[config.mk]
export PLATFORM = sky130hd
export DESIGN_NAME = byte_move_logic_return_ops
export DESIGN_NICKNAME = d
export VERILOG_FILES = /design/src/verilog/core_ops_pkg.sv /design/src/verilog/file_ram.sv /design/src/verilog/ret_stack.sv /design/src/verilog/byte_move_logic_return_ops.sv
export SDC_FILE = /design/constraint.sdc
export NUM_CORES = 1
export LEC_CHECK = 0
export CELL_PAD_IN_SITES_DETAIL_PLACEMENT = 0
export CELL_PAD_IN_SITES_GLOBAL_PLACEMENT = 2
export CORE_ASPECT_RATIO = 1.5
export CORE_MARGIN = 2
export CORE_UTILIZATION = 30
export DETAILED_ROUTE_END_ITERATION = 10
export DONT_BUFFER_PORTS = 1
export PLACE_DENSITY_LB_ADDON = 0.1
export SETUP_SLACK_MARGIN = 0.15
export SLEW_MARGIN = 30
export SYNTH_ARGS = -nofsm -noshare
export SYNTH_HDL_FRONTEND = slang
export SYNTH_HIERARCHICAL = 1
export SYNTH_SLANG_ARGS = --single-unit
[constraint.sdc]
create_clock -name REF_CLK -period 6.9 [get_ports REF_CLK]
set_input_delay 0.345 -clock REF_CLK [delete_from_list [all_inputs] [get_ports REF_CLK]]
set_output_delay 0.345 -clock REF_CLK [all_outputs]
set_load 0.02 [all_outputs]
[src/verilog/core_ops_pkg.sv]
// Constants, opcode patterns and helper functions for the byte-move and return execution unit
package core_ops_pkg;
  localparam int INSTR_W = 14;
  localparam int DATA_W = 8;
  localparam int FADDR_W = 7;
  localparam int PC_W = 13;
  localparam int STACK_DEPTH = 8;
  localparam int FILE_DEPTH = 128;

  // Field positions inside the instruction word
  localparam int DEST_BIT = 7;
  localparam int FADDR_LSB = 0;
  localparam int LIT_LSB = 0;

  // Reset values, data constants and the counter step
  localparam logic [PC_W-1:0] PC_RESET = 13'h0000;
  localparam logic [DATA_W-1:0] ACC_RESET = 8'h00;
  localparam logic [DATA_W-1:0] DATA_ZERO = 8'h00;
  localparam logic [DATA_W-1:0] DATA_ONE = 8'h01;
  localparam logic [PC_W-1:0] PC_STEP = 13'h0001;

  // Opcode masks and match values
  localparam logic [INSTR_W-1:0] BYTE_OP_MASK = 14'h3f00;
  localparam logic [INSTR_W-1:0] INC_FILE_VAL = 14'h0a00;
  localparam logic [INSTR_W-1:0] OR_FILE_VAL = 14'h0400;
  localparam logic [INSTR_W-1:0] MOVE_FILE_VAL = 14'h0800;
  localparam logic [INSTR_W-1:0] STORE_ACC_MASK = 14'h3f80;
  localparam logic [INSTR_W-1:0] STORE_ACC_VAL = 14'h0080;
  localparam logic [INSTR_W-1:0] IDLE_MASK = 14'h3f9f;
  localparam logic [INSTR_W-1:0] IDLE_VAL = 14'h0000;
  localparam logic [INSTR_W-1:0] LIT_OP_MASK = 14'h3c00;
  localparam logic [INSTR_W-1:0] LOAD_LIT_VAL = 14'h3000;
  localparam logic [INSTR_W-1:0] RET_LIT_VAL = 14'h3400;
  localparam logic [INSTR_W-1:0] IRQ_RET_MASK = 14'h3fff;
  localparam logic [INSTR_W-1:0] IRQ_RET_VAL = 14'h0009;

  typedef enum logic [3:0] {
    OP_BAD = 4'b0000,
    OP_INC_FILE = 4'b0001,
    OP_OR_FILE = 4'b0010,
    OP_MOVE_FILE = 4'b0011,
    OP_STORE_ACC = 4'b0100,
    OP_IDLE = 4'b0101,
    OP_LOAD_LIT = 4'b0110,
    OP_IRQ_RET = 4'b0111,
    OP_RET_LIT = 4'b1000
  } op_t;

  // Map an instruction word onto one of the supported operations
  function automatic op_t decode_op(input logic [INSTR_W-1:0] instr);
    op_t op;
    op = OP_BAD;
    if ((instr & IRQ_RET_MASK) == IRQ_RET_VAL) op = OP_IRQ_RET;
    else if ((instr & IDLE_MASK) == IDLE_VAL) op = OP_IDLE;
    else if ((instr & STORE_ACC_MASK) == STORE_ACC_VAL) op = OP_STORE_ACC;
    else if ((instr & BYTE_OP_MASK) == INC_FILE_VAL) op = OP_INC_FILE;
    else if ((instr & BYTE_OP_MASK) == OR_FILE_VAL) op = OP_OR_FILE;
    else if ((instr & BYTE_OP_MASK) == MOVE_FILE_VAL) op = OP_MOVE_FILE;
    else if ((instr & LIT_OP_MASK) == LOAD_LIT_VAL) op = OP_LOAD_LIT;
    else if ((instr & LIT_OP_MASK) == RET_LIT_VAL) op = OP_RET_LIT;
    return op;
  endfunction

  // True for the two stack returns
  function automatic logic is_return(input op_t op);
    return (op == OP_IRQ_RET) || (op == OP_RET_LIT);
  endfunction

  // Null test of an 8-bit result
  function automatic logic is_null(input logic [DATA_W-1:0] v);
    return v == DATA_ZERO;
  endfunction
endpackage

[src/verilog/file_ram.sv]
// File register memory with synchronous write and registered read data
`timescale 1ns/1ns
`default_nettype none
module file_ram #(
  parameter int AW = 7,
  parameter int DW = 8,
  parameter int DEPTH = 128
) (
  input wire logic clk,
  input wire logic we,
  input wire logic [AW-1:0] waddr,
  input wire logic [DW-1:0] wdata,
  input wire logic [AW-1:0] raddr,
  output logic [DW-1:0] rdata
);
  logic [DW-1:0] mem [DEPTH];

  // Read returns the old contents when the same location is written
  always_ff @(posedge clk) begin
    if (we) begin
      mem[waddr] <= wdata;
    end
    rdata <= mem[raddr];
  end
endmodule
`default_nettype wire

[src/verilog/ret_stack.sv]
// Circular return-address stack with push and pop
`timescale 1ns/1ns
`default_nettype none
module ret_stack #(
  parameter int AW = 13,
  parameter int DEPTH = 8
) (
  input wire logic clk,
  input wire logic rst,
  input wire logic push,
  input wire logic [AW-1:0] push_addr,
  input wire logic pop,
  output logic [AW-1:0] top
);
  localparam int PW = $clog2(DEPTH);
  localparam logic [PW-1:0] PTR_ONE = PW'(1);
  logic [AW-1:0] slot_r [DEPTH];
  logic [PW-1:0] ptr_r;
  logic [PW-1:0] ptr_nxt;
  logic [PW-1:0] base;

  // Pop first, then push into the freed slot
  assign base = pop ? ptr_r - PTR_ONE : ptr_r;
  assign ptr_nxt = push ? base + PTR_ONE : base;
  assign top = slot_r[ptr_r - PTR_ONE];

  always_ff @(posedge clk or posedge rst) begin
    if (rst) begin
      ptr_r <= '0;
    end else begin
      ptr_r <= ptr_nxt;
    end
  end

  // Slot storage needs no reset
  always_ff @(posedge clk) begin
    if (push) begin
      slot_r[base] <= push_addr;
    end
  end
endmodule
`default_nettype wire

[src/verilog/byte_move_logic_return_ops.sv]
// Execution unit for file increment, OR, moves, literal load, idle and the two stack returns
// Notes on behaviour
// RULE1 - The file operand field addresses locations 0 to 127 and one target bit picks the destination.
// RULE2 - Target bit 0 sends a byte result to the accumulator, target bit 1 back to the file register.
// RULE3 - Increment adds one to the file register, writes the destination and touches only the null flag.
// RULE4 - OR combines accumulator and file register, writes the destination and updates the null flag.
// RULE5 - Move copies the file register to the destination and updates the null flag, a register test when the target is 1.
// RULE6 - Load literal puts the 8-bit immediate in the accumulator and leaves all flags alone.
// RULE7 - The code generator fills the unused bits of the load literal word with zeros.
// RULE8 - Interrupt return pops the stack top into the program counter and sets the global interrupt allow bit.
// RULE9 - Store accumulator copies the accumulator into file register 0 to 127 and leaves the flags alone.
// RULE10 - Return with literal loads the immediate into the accumulator and the popped stack top into the program counter.
// RULE11 - Return with literal takes two instruction cycles before the return target runs.
// RULE12 - A stack return pops into the program counter and takes two instruction cycles.
// RULE13 - Idle takes one cycle and only advances the program counter.
// RULE14 - Where the null flag is affected it is set for a zero result and cleared otherwise.
`timescale 1ns/1ns
`default_nettype none
module byte_move_logic_return_ops #(
  parameter int STACK_DEPTH = core_ops_pkg::STACK_DEPTH,
  parameter int FILE_DEPTH = core_ops_pkg::FILE_DEPTH
) (
  input wire logic REF_CLK,
  input wire logic RESET,
  input wire logic INSTR_VALID,
  input wire logic [core_ops_pkg::INSTR_W-1:0] INSTR,
  input wire logic PUSH_EN,
  input wire logic [core_ops_pkg::PC_W-1:0] PUSH_ADDR,
  input wire logic IRQ_ALLOW_CLEAR,
  output logic BUSY,
  output logic [core_ops_pkg::PC_W-1:0] PROGRAM_COUNTER,
  output logic [core_ops_pkg::DATA_W-1:0] ACC,
  output logic ZERO_FLAG,
  output logic GLOBAL_IRQ_ALLOW,
  output logic FILE_WE,
  output logic [core_ops_pkg::FADDR_W-1:0] FILE_ADDR,
  output logic [core_ops_pkg::DATA_W-1:0] FILE_WDATA,
  output logic BAD_OP
);
  localparam int DW = core_ops_pkg::DATA_W;
  localparam int AW = core_ops_pkg::FADDR_W;
  localparam int PW = core_ops_pkg::PC_W;
  localparam int IW = core_ops_pkg::INSTR_W;

  // Timing of one word through the unit:
  //   edge 0  the word is taken into the execute stage and its file operand is read
  //   cycle 1 the result is formed, from a forwarded write if one just committed
  //   edge 1  accumulator, null flag, counter and any file write commit together
  // Words may follow each other on every edge. A stack return raises the busy output
  // for its second cycle, so the word after it is taken one edge later and runs from
  // the popped return address; a word offered while busy is simply not taken.
  // Words that match no supported operation only step the counter and pulse the
  // bad-word output, which lets the surrounding core trap them if it wants to.
  // The file memory itself has no reset; software must write a register before use.

  // Pipeline and architectural registers
  logic busy_r;
  logic ex_valid_r;
  logic [IW-1:0] ex_instr_r;
  logic [PW-1:0] pc_r;
  logic [DW-1:0] acc_r;
  logic zero_r;
  logic irq_allow_r;
  logic fwe_r;
  logic [AW-1:0] faddr_r;
  logic [DW-1:0] fdata_r;
  logic bad_r;

  logic accept;
  logic accept_ret;
  core_ops_pkg::op_t in_op;
  core_ops_pkg::op_t ex_op;
  logic [AW-1:0] rd_addr;
  logic [AW-1:0] ex_faddr;
  logic ex_dest_file;
  logic [DW-1:0] ex_lit;
  logic [DW-1:0] ram_q;
  logic [DW-1:0] operand;
  logic [DW-1:0] inc_result;
  logic [DW-1:0] or_result;
  logic [DW-1:0] byte_result;
  logic byte_op;
  logic ret_op;
  logic [PW-1:0] stack_top;
  logic [PW-1:0] pc_nxt;
  logic [DW-1:0] acc_nxt;
  logic zero_nxt;
  logic irq_allow_nxt;
  logic fwe_nxt;

  // Operation matches and next values of the stage and write registers
  logic is_inc_op;
  logic is_or_op;
  logic is_move_op;
  logic is_store_op;
  logic is_bad_op;
  logic ex_valid_nxt;
  logic [IW-1:0] ex_instr_nxt;
  logic busy_nxt;
  logic [AW-1:0] faddr_nxt;
  logic [DW-1:0] fdata_nxt;
  logic [DW-1:0] fwdata;
  logic bad_nxt;

  // Intake: the cycle after a return is taken is the second return cycle
  assign accept = INSTR_VALID && !busy_r;
  assign in_op = core_ops_pkg::decode_op(INSTR);
  assign accept_ret = accept && core_ops_pkg::is_return(in_op); // [RULE11] [RULE12]
  assign rd_addr = INSTR[core_ops_pkg::FADDR_LSB +: AW]; // [RULE1]

  // Execute-stage field decode
  assign ex_op = core_ops_pkg::decode_op(ex_instr_r);
  assign ex_faddr = ex_instr_r[core_ops_pkg::FADDR_LSB +: AW]; // [RULE1] [RULE9]
  assign ex_dest_file = ex_instr_r[core_ops_pkg::DEST_BIT]; // [RULE1]
  assign ex_lit = ex_instr_r[core_ops_pkg::LIT_LSB +: DW];

  // Forward the write made at the edge the operand was read
  assign operand = (fwe_r && faddr_r == ex_faddr) ? fdata_r : ram_q;

  // Byte-oriented results
  assign inc_result = operand + core_ops_pkg::DATA_ONE; // [RULE3]
  assign or_result = acc_r | operand; // [RULE4]
  assign byte_result = (ex_op == core_ops_pkg::OP_INC_FILE) ? inc_result :
                       (ex_op == core_ops_pkg::OP_OR_FILE) ? or_result :
                       operand; // [RULE5]
  assign is_inc_op = ex_valid_r && ex_op == core_ops_pkg::OP_INC_FILE; // [RULE3]
  assign is_or_op = ex_valid_r && ex_op == core_ops_pkg::OP_OR_FILE; // [RULE4]
  assign is_move_op = ex_valid_r && ex_op == core_ops_pkg::OP_MOVE_FILE; // [RULE5]
  assign is_store_op = ex_valid_r && ex_op == core_ops_pkg::OP_STORE_ACC; // [RULE9]
  assign is_bad_op = ex_valid_r && ex_op == core_ops_pkg::OP_BAD;
  assign byte_op = is_inc_op || is_or_op || is_move_op;
  assign ret_op = ex_valid_r && core_ops_pkg::is_return(ex_op);

  // Program counter: returns load the popped top, other executed words step it, cycles with no word hold
  assign pc_nxt = ret_op ? stack_top :
                  ex_valid_r ? pc_r + core_ops_pkg::PC_STEP : pc_r; // [RULE8] [RULE10] [RULE13]

  // Accumulator destinations
  assign acc_nxt = (byte_op && !ex_dest_file) ? byte_result : // [RULE2]
                   (ex_valid_r && (ex_op == core_ops_pkg::OP_LOAD_LIT ||
                    ex_op == core_ops_pkg::OP_RET_LIT)) ? ex_lit : // [RULE6] [RULE10]
                   acc_r;

  // Null flag moves only for the byte-oriented group
  assign zero_nxt = byte_op ? core_ops_pkg::is_null(byte_result) : zero_r; // [RULE14] [RULE3]

  // Interrupt return wins over an outside clear in the same cycle
  assign irq_allow_nxt = (ex_valid_r && ex_op == core_ops_pkg::OP_IRQ_RET) ? 1'b1 : // [RULE8]
                         IRQ_ALLOW_CLEAR ? 1'b0 : irq_allow_r;

  // File write: byte ops with target 1, and every store
  assign fwe_nxt = (byte_op && ex_dest_file) || // [RULE2] [RULE5]
                   (ex_valid_r && ex_op == core_ops_pkg::OP_STORE_ACC); // [RULE9]

  file_ram #(
    .AW(AW),
    .DW(DW),
    .DEPTH(FILE_DEPTH)
  ) u_file_ram (
    .clk(REF_CLK),
    .we(fwe_nxt),
    .waddr(ex_faddr),
    .wdata(fwdata),
    .raddr(rd_addr),
    .rdata(ram_q)
  );

  ret_stack #(
    .AW(PW),
    .DEPTH(STACK_DEPTH)
  ) u_ret_stack (
    .clk(REF_CLK),
    .rst(RESET),
    .push(PUSH_EN),
    .push_addr(PUSH_ADDR),
    .pop(ret_op), // [RULE8] [RULE10] [RULE12]
    .top(stack_top)
  );

  // Next values of the stage and write registers
  assign ex_valid_nxt = accept;
  assign ex_instr_nxt = accept ? INSTR : ex_instr_r;
  assign busy_nxt = accept_ret; // [RULE11] [RULE12]
  assign fwdata = is_store_op ? acc_r : byte_result; // [RULE9]
  assign faddr_nxt = fwe_nxt ? ex_faddr : faddr_r;
  assign fdata_nxt = fwe_nxt ? fwdata : fdata_r;
  assign bad_nxt = is_bad_op;

  // Execute stage holds a taken word for one cycle
  always_ff @(posedge REF_CLK or posedge RESET) begin
    if (RESET) begin
      ex_valid_r <= 1'b0;
    end else begin
      ex_valid_r <= ex_valid_nxt;
    end
  end

  // Executing word, held while no new word is taken
  always_ff @(posedge REF_CLK or posedge RESET) begin
    if (RESET) begin
      ex_instr_r <= '0;
    end else begin
      ex_instr_r <= ex_instr_nxt;
    end
  end

  // Busy covers the second cycle of a stack return
  always_ff @(posedge REF_CLK or posedge RESET) begin
    if (RESET) begin
      busy_r <= 1'b0;
    end else begin
      busy_r <= busy_nxt; // [RULE11] [RULE12]
    end
  end

  // Program counter; idle and unknown words only step it
  always_ff @(posedge REF_CLK or posedge RESET) begin
    if (RESET) begin
      pc_r <= core_ops_pkg::PC_RESET;
    end else begin
      pc_r <= pc_nxt;
    end
  end

  // Accumulator
  always_ff @(posedge REF_CLK or posedge RESET) begin
    if (RESET) begin
      acc_r <= core_ops_pkg::ACC_RESET;
    end else begin
      acc_r <= acc_nxt;
    end
  end

  // Null flag
  always_ff @(posedge REF_CLK or posedge RESET) begin
    if (RESET) begin
      zero_r <= 1'b0;
    end else begin
      zero_r <= zero_nxt;
    end
  end

  // Global interrupt allow bit
  always_ff @(posedge REF_CLK or posedge RESET) begin
    if (RESET) begin
      irq_allow_r <= 1'b0;
    end else begin
      irq_allow_r <= irq_allow_nxt;
    end
  end

  // File write strobe, one cycle per committed write
  always_ff @(posedge REF_CLK or posedge RESET) begin
    if (RESET) begin
      fwe_r <= 1'b0;
    end else begin
      fwe_r <= fwe_nxt;
    end
  end

  // Address of the last file write, also used for forwarding
  always_ff @(posedge REF_CLK or posedge RESET) begin
    if (RESET) begin
      faddr_r <= '0;
    end else begin
      faddr_r <= faddr_nxt;
    end
  end

  // Data of the last file write, also used for forwarding
  always_ff @(posedge REF_CLK or posedge RESET) begin
    if (RESET) begin
      fdata_r <= core_ops_pkg::DATA_ZERO;
    end else begin
      fdata_r <= fdata_nxt;
    end
  end

  // Pulse for a word that matched no supported operation
  always_ff @(posedge REF_CLK or posedge RESET) begin
    if (RESET) begin
      bad_r <= 1'b0;
    end else begin
      bad_r <= bad_nxt;
    end
  end

  // Every output comes straight from its register
  assign BUSY = busy_r;
  assign PROGRAM_COUNTER = pc_r;
  assign ACC = acc_r;
  assign ZERO_FLAG = zero_r;
  assign GLOBAL_IRQ_ALLOW = irq_allow_r;
  assign FILE_WE = fwe_r;
  assign FILE_ADDR = faddr_r;
  assign FILE_WDATA = fdata_r;
  assign BAD_OP = bad_r;
endmodule
`default_nettype wire

# Yosys cells after proc, flatten, opt, wreduce, memory -nomap -nowiden
# Memory sizes are Yosys's and may differ from the RTL's. A register that Yosys moved wholly into a read port is not among the register bits.
# Cells that the tools add are included.
[totals]
ff_bits = 59
ramBits = 1128
in_bits = 32
out_inout_bits = 41
wordCells = 103
memories = 2
[memory_table]
columns = ["memory", "depth", "word_bits", "rd", "rd_clocked_by_memory_dff", "write_ports", "line", "source"]
rows = [
  ["u_file_ram.mem", 128, 8, 1, 1, 1, "file_ram.sv:16", "logic [DW-1:0] mem [DEPTH];"],
  ["u_ret_stack.slot_r", 8, 13, 1, 0, 1, "ret_stack.sv:17", "logic [AW-1:0] slot_r [DEPTH];"],
]
[classes]
addsub = 4
eq_ne = 24
n_mux = 32
bitwise_logic = 1
n_reduce_logical = 28
[op_table]
columns = ["op", "n"]
rows = [
  ["2-to-1 mux 4 bit", 16],
  ["2-to-1 mux 8 bit", 6],
  ["equality test 14 x 4 -> 1 bit (second input constant)", 2],
  ["logical NOT 14 bit", 2],
  ["2-to-1 mux 13 bit", 2],
  ["equality test 4 bit (second input constant)", 6],
  ["equality test 6 x 4 -> 1 bit (second input constant)", 4],
  ["equality test 4 x 3 -> 1 bit (second input constant)", 4],
  ["equality test 7 x 1 -> 1 bit (second input constant)", 2],
  ["adder 13 x 1 -> 13 bit (second input constant)", 1],
  ["logical AND 1 bit", 13],
  ["equality test 6 x 3 -> 1 bit (second input constant)", 2],
  ["adder 8 x 1 -> 8 bit (second input constant)", 1],
  ["equality test 4 x 2 -> 1 bit (second input constant)", 2],
  ["logical NOT 8 bit", 1],
  ["OR 8 bit", 1],
  ["equality test 7 bit", 1],
  ["logical OR 1 bit", 6],
  ["2-to-1 mux 1 bit", 6],
  ["2-to-1 mux 3 bit", 2],
  ["nonzero test 2 bit", 3],
  ["equality test 4 x 1 -> 1 bit (second input constant)", 1],
  ["logical NOT 4 bit", 1],
  ["adder 3 x 1 -> 3 bit (second input constant)", 1],
  ["other kinds (2)", 3],
]

# Logic depth before layout (Yosys ltp)
[logic_depth]
word_depth = 17
mapped_depth = 13
mapped_depth_nobuf = 10

# Cells and area by module
# Netlist, hierarchy kept.
[by_module_without_submodules]
columns = ["module", "n_inst", "cells_per_inst", "area_each_um2", "seq_area_each_um2"]
rows = [
  ["file_ram", 1, 1635, 39665.5, 30909.6],
  ["ret_stack", 1, 282, 4495.6, 3198.1],
  ["byte_move_logic_return_ops", 1, 338, 3276.9, 1401.3],
]

# Worst setup path before layout
# No wires, ideal clock.
[synth_path]
path_type = "register to register"
startpoint = "reg ex_instr_r[3]"
endpoint = "mem u_file_ram.mem[0][1] (data pin)"
setup_time_ns = 0.924
arrival_time_ns = 5.528
required_time_ns = 5.976
slack_ns = 0.448
path_stages_with_launch = 9
n_path_buf = 1
synth_period_minus_slack_ns = 6.452
path_cell_list = "dfrtp_1 > xnor2_1 > nand4_1 > nor2_1 > buf_2 > mux2_2 > ha_1 > o32ai_1 > mux2i_1"
[synth_between]
elab_chain_cells = 7
word_cells_on_any_way = 16
classes_between = "add/sub (1); eq/ne (5); mux (6); bitwise (1); reduce/logical (3)"
[synth_lines]
columns = ["item", "line", "source"]
rows = [
  ["start: declaration", "byte_move_logic_return_ops.sv:59", "logic [IW-1:0] ex_instr_r;"],
  ["start signal: assignment", "byte_move_logic_return_ops.sv:203", "ex_instr_r <= ex_instr_nxt;"],
  ["parallel branches: the longest is 6 deep, another holds adder 8 x 1 -> 8 bit", "-", ""],
  ["2-to-1 mux 8 bit *", "byte_move_logic_return_ops.sv:184", "assign fwdata = is_store_op ? acc_r : byte_result;"],
  ["net fwdata[1]", "byte_move_logic_return_ops.sv:102", "logic [DW-1:0] fwdata;"],
  ["end: declaration", "file_ram.sv:16", ""],
]
# Mark *: on every way through the listed nets, which the timed path passes.

# Worst setup path in the final report
[layout_path]
startpoint = "reg ex_instr_r[1]"
endpoint = "mem u_file_ram.mem[75][4] (data pin)"
# The elaborated chain is that of the path after synthesis.

==> metrics.txt <==
run status finished, final reports clean; Post-Route Setup TNS 0 ps; unique cell type count in the Yosys netlist between 60 and 70; total congestion overflow 0; multiplexer share of the synthesized area 0.1800; Least-Margin Pin Slew 953.8 ps; xor and xnor fraction of the mapped netlist area 0.003271; terminating pin of the worst hold path u_file_ram/rdata[6]; worst setup path start ex_instr_r[1]; fin crit share 0.6622; TritonCTS clock tree built; ratio of total power to cell area 319.9 nW/µm²; final max-slew violation count 0; critical path type reg2reg; path depth of the worst reg2reg path 10; flip-flop cell with the highest count after synthesis sky130_fd_sc_hd__edfxtp_1; Post-Syn Area 47,440 µm²; drt wl/cell 29.75 µm; vias per cell 5.012; total of warnings raised by yosys 6; ports placed on the boundary 73; leading cell types in the layout, fill and taps excluded sky130_fd_sc_hd__edfxtp_1, sky130_fd_sc_hd__mux4_2, sky130_fd_sc_hd__nor2_1; R2R Setup Slk approximately 2300 ps; Resized cells post-CTS 0; initial antenna violation count 2; total wire length 133,400 µm; number of synthesized flops with an enable pin ~1,100; Final GP Congestion 0.7675; top achievable clock speed 218.9 MHz; P_leak 16.61 nW; simple-gate share of the synthesized area 0.03748; shortest period the worst path allows 4569 ps; setup ws final 2331 ps; number of H-tree levels 3; post-detailed-route count of antenna-violating nets 0; min-delay worst type in2reg; standard-cell row count roughly 180; flops & latches, synth 1,195; clk sink count 1,195; asr flop ratio synth 0.04937; first drt pass iteration count 5; kind of end point of the critical path register; pin count of the biggest net entering global routing approximately 260; final total power 17.25 mW; number of global-route vias before repair ~24,000; Max-slew headroom 0.3618; proportion of layout cells with a drive suffix above 1 0.2600; number of post-CTS setup repair buffers 0; Initial Util 0.3021; Clock transition at path regs 60 ps; master cell of the clock root buffer sky130_fd_sc_hd__clkbuf_16; worst setup skew after layout 30.57 ps; total global-route track usage 0.1654; fraction of the mapped netlist area in compound gates 0.01585; vias post-DR around 22,000; Mean Syn Cell Area 21.04 µm²; net count reported at finish roughly 2,400; worst r2r dst u_file_ram/mem[75][4]; Die W 328.7 µm; setup repair after global routing missed its margin false; setup violation total in the final timing report 0; main combinational cell family by area after synthesis multiplexers; area of the die between 150,000 and 200,000 µm²; maximum vdd ir drop 196.1 µV; number of buffers created by CTS ~120; peak fanout along the critical path just over 60; data arrival time of the worst path 5080 ps; Min-Delay Startpoint INSTR[6]; Required @ worst endpoint 7410 ps; DRT iter0 DRCs between 1,500 and 2,000; Reg-to-Reg Start ex_instr_r[1]; latest clock arrival within the worst-skew pair 740 ps; CP startpoint kind register; Vert. Die Dim 491.0 µm; number of port buffers 0; register area share after synthesis 0.7485; minimum setup slack after placement 2284 ps; Filler cells 14,670; Area growth, synth to finish 13.67%; hold_buf cts 32; final hold violation count 0; maximum clock insertion buffer count 3; core region area 157,000 µm²; maximum capacitance violations 0; Remaining DRCs 0; first-pass GRT wire length 188,800 µm; synthesized instance count roughly 2,300; most frequent standard cell in the layout excluding fill and tap cells sky130_fd_sc_hd__edfxtp_1; adder and majority gate portion of the synthesized area 0.0007913; instance count along the most critical hold path 2; synthesized net count 2,290; Detail Placement HPWL approximately 82,000 µm
==> synthesized netlist by cell type, drive strengths merged, types with 12 or more instances <==
master	number	area, µm²
nand2	39	146.4
a2111oi	26	227.7
inv	13	48.80
o21ai	30	153.9
and3	31	195.2
edfxtp	1128	33870
mux2	47	529.3
xnor2	14	130.1
nor4	16	100.1
nor3	18	112.6
mux2i	43	442.9
dfrtp	59	1476
buf	62	347.8
nor2b	29	181.4
mux4	336	7567
nand4	12	75.07
a21oi	39	195.2
nor2	148	558.0
clkbuf	61	230.2
nand3	29	145.1
==> worst max-delay path, stage by stage (launching register included) <==
cell and delay, ps:
sky130_fd_sc_hd__dfrtp_1 680, sky130_fd_sc_hd__xnor2_1 210, sky130_fd_sc_hd__nand4_1 140, sky130_fd_sc_hd__nor2_2 660
sky130_fd_sc_hd__mux2_2 430, sky130_fd_sc_hd__ha_1 250, sky130_fd_sc_hd__nand4_1 110, sky130_fd_sc_hd__mux2_2 340
sky130_fd_sc_hd__o22ai_1 290, sky130_fd_sc_hd__mux2_4 740, sky130_fd_sc_hd__buf_4 420
==> metrics by stage <==
stage	hold slack, ps	instances	utilization	cell area, µm²
after global routing	31.66	4483	0.3434	53920
final	67.82	4485	0.3434	53920
after global placement	144.9	4238	0.3177	49880
after floorplan	98.64	2255	-	47440
after detailed placement	146.6	4238	0.3179	49910
after CTS	21.51	4482	0.3433	53900
==> logic make-up (layout without fill, tap and decap cells) <==
| group | Yosys count | in the layout |
|---|---|---|
| fa+ha+maj | 3 | 3 |
| buf+inv | 139 | 296 |
| flops | 1195 | 1195 |
| mux | 426 | 426 |
| xor+xnor | 16 | 16 |
| compound gates | 119 | 119 |
| simple gates | 357 | 357 |
| other cells | 0 | 3 |
==> where the power goes <==
group          total, mW  leakage [nW]  switching (mW)  internal [mW]
clock               6.21          1.79            2.76           3.45
sequential          8.83          10.9           0.388           8.44
combinational       2.21          3.89            1.48          0.726
==> worst max path at each step <==
stage,cells past startpoint,endpoint,slack (ps)
global route,10,u_file_ram/mem[78][4],2060
finish,10,u_file_ram/mem[75][4],2330
detailed placement,10,u_file_ram/mem[83][4],2280
global placement,10,u_file_ram/mem[74][4],1950
CTS,10,u_file_ram/mem[75][4],2260
floorplan,8,u_file_ram/mem[0][1],450
==> final cells by class <==
cell class,count,area (µm²),share of cell area
antenna,3,7.507,0.0001392
clock inverter,70,648.1,0.01202
timing repair buffer,71,691.9,0.01283
multi-input combinational,921,11410,0.2115
tap,2070,2590,0.04803
inverter,13,48.80,0.0009049
sequential,1195,35510,0.6585
clock buffer,142,3022,0.05604
==> layer usage <==
layer / up-vias / global-route usage / wire (µm)
li1: 9513 / - / -
met1: 12340 / 0.1960 / 51960
met2: 477 / 0.3057 / 72820
met3: 152 / 0.02402 / 4969
met4: 0 / 0.05121 / 3674
met5: - / 0 / 0
==> sequential cells by signal, summed over array words and instances, names as in the netlist <==
signal              flops
u_file_ram/mem       1024
FILE_WDATA              8
ACC                     8
u_ret_stack/ptr_r       3
ex_valid_r              1
FILE_ADDR               7
BAD_OP                  1
ex_instr_r             14
FILE_WE                 1
BUSY                    1
u_file_ram/rdata        8
ZERO_FLAG               1
PROGRAM_COUNTER        13
u_ret_stack/slot_r    104
GLOBAL_IRQ_ALLOW        1
No activity file was read; power rests on OpenSTA's default activity.
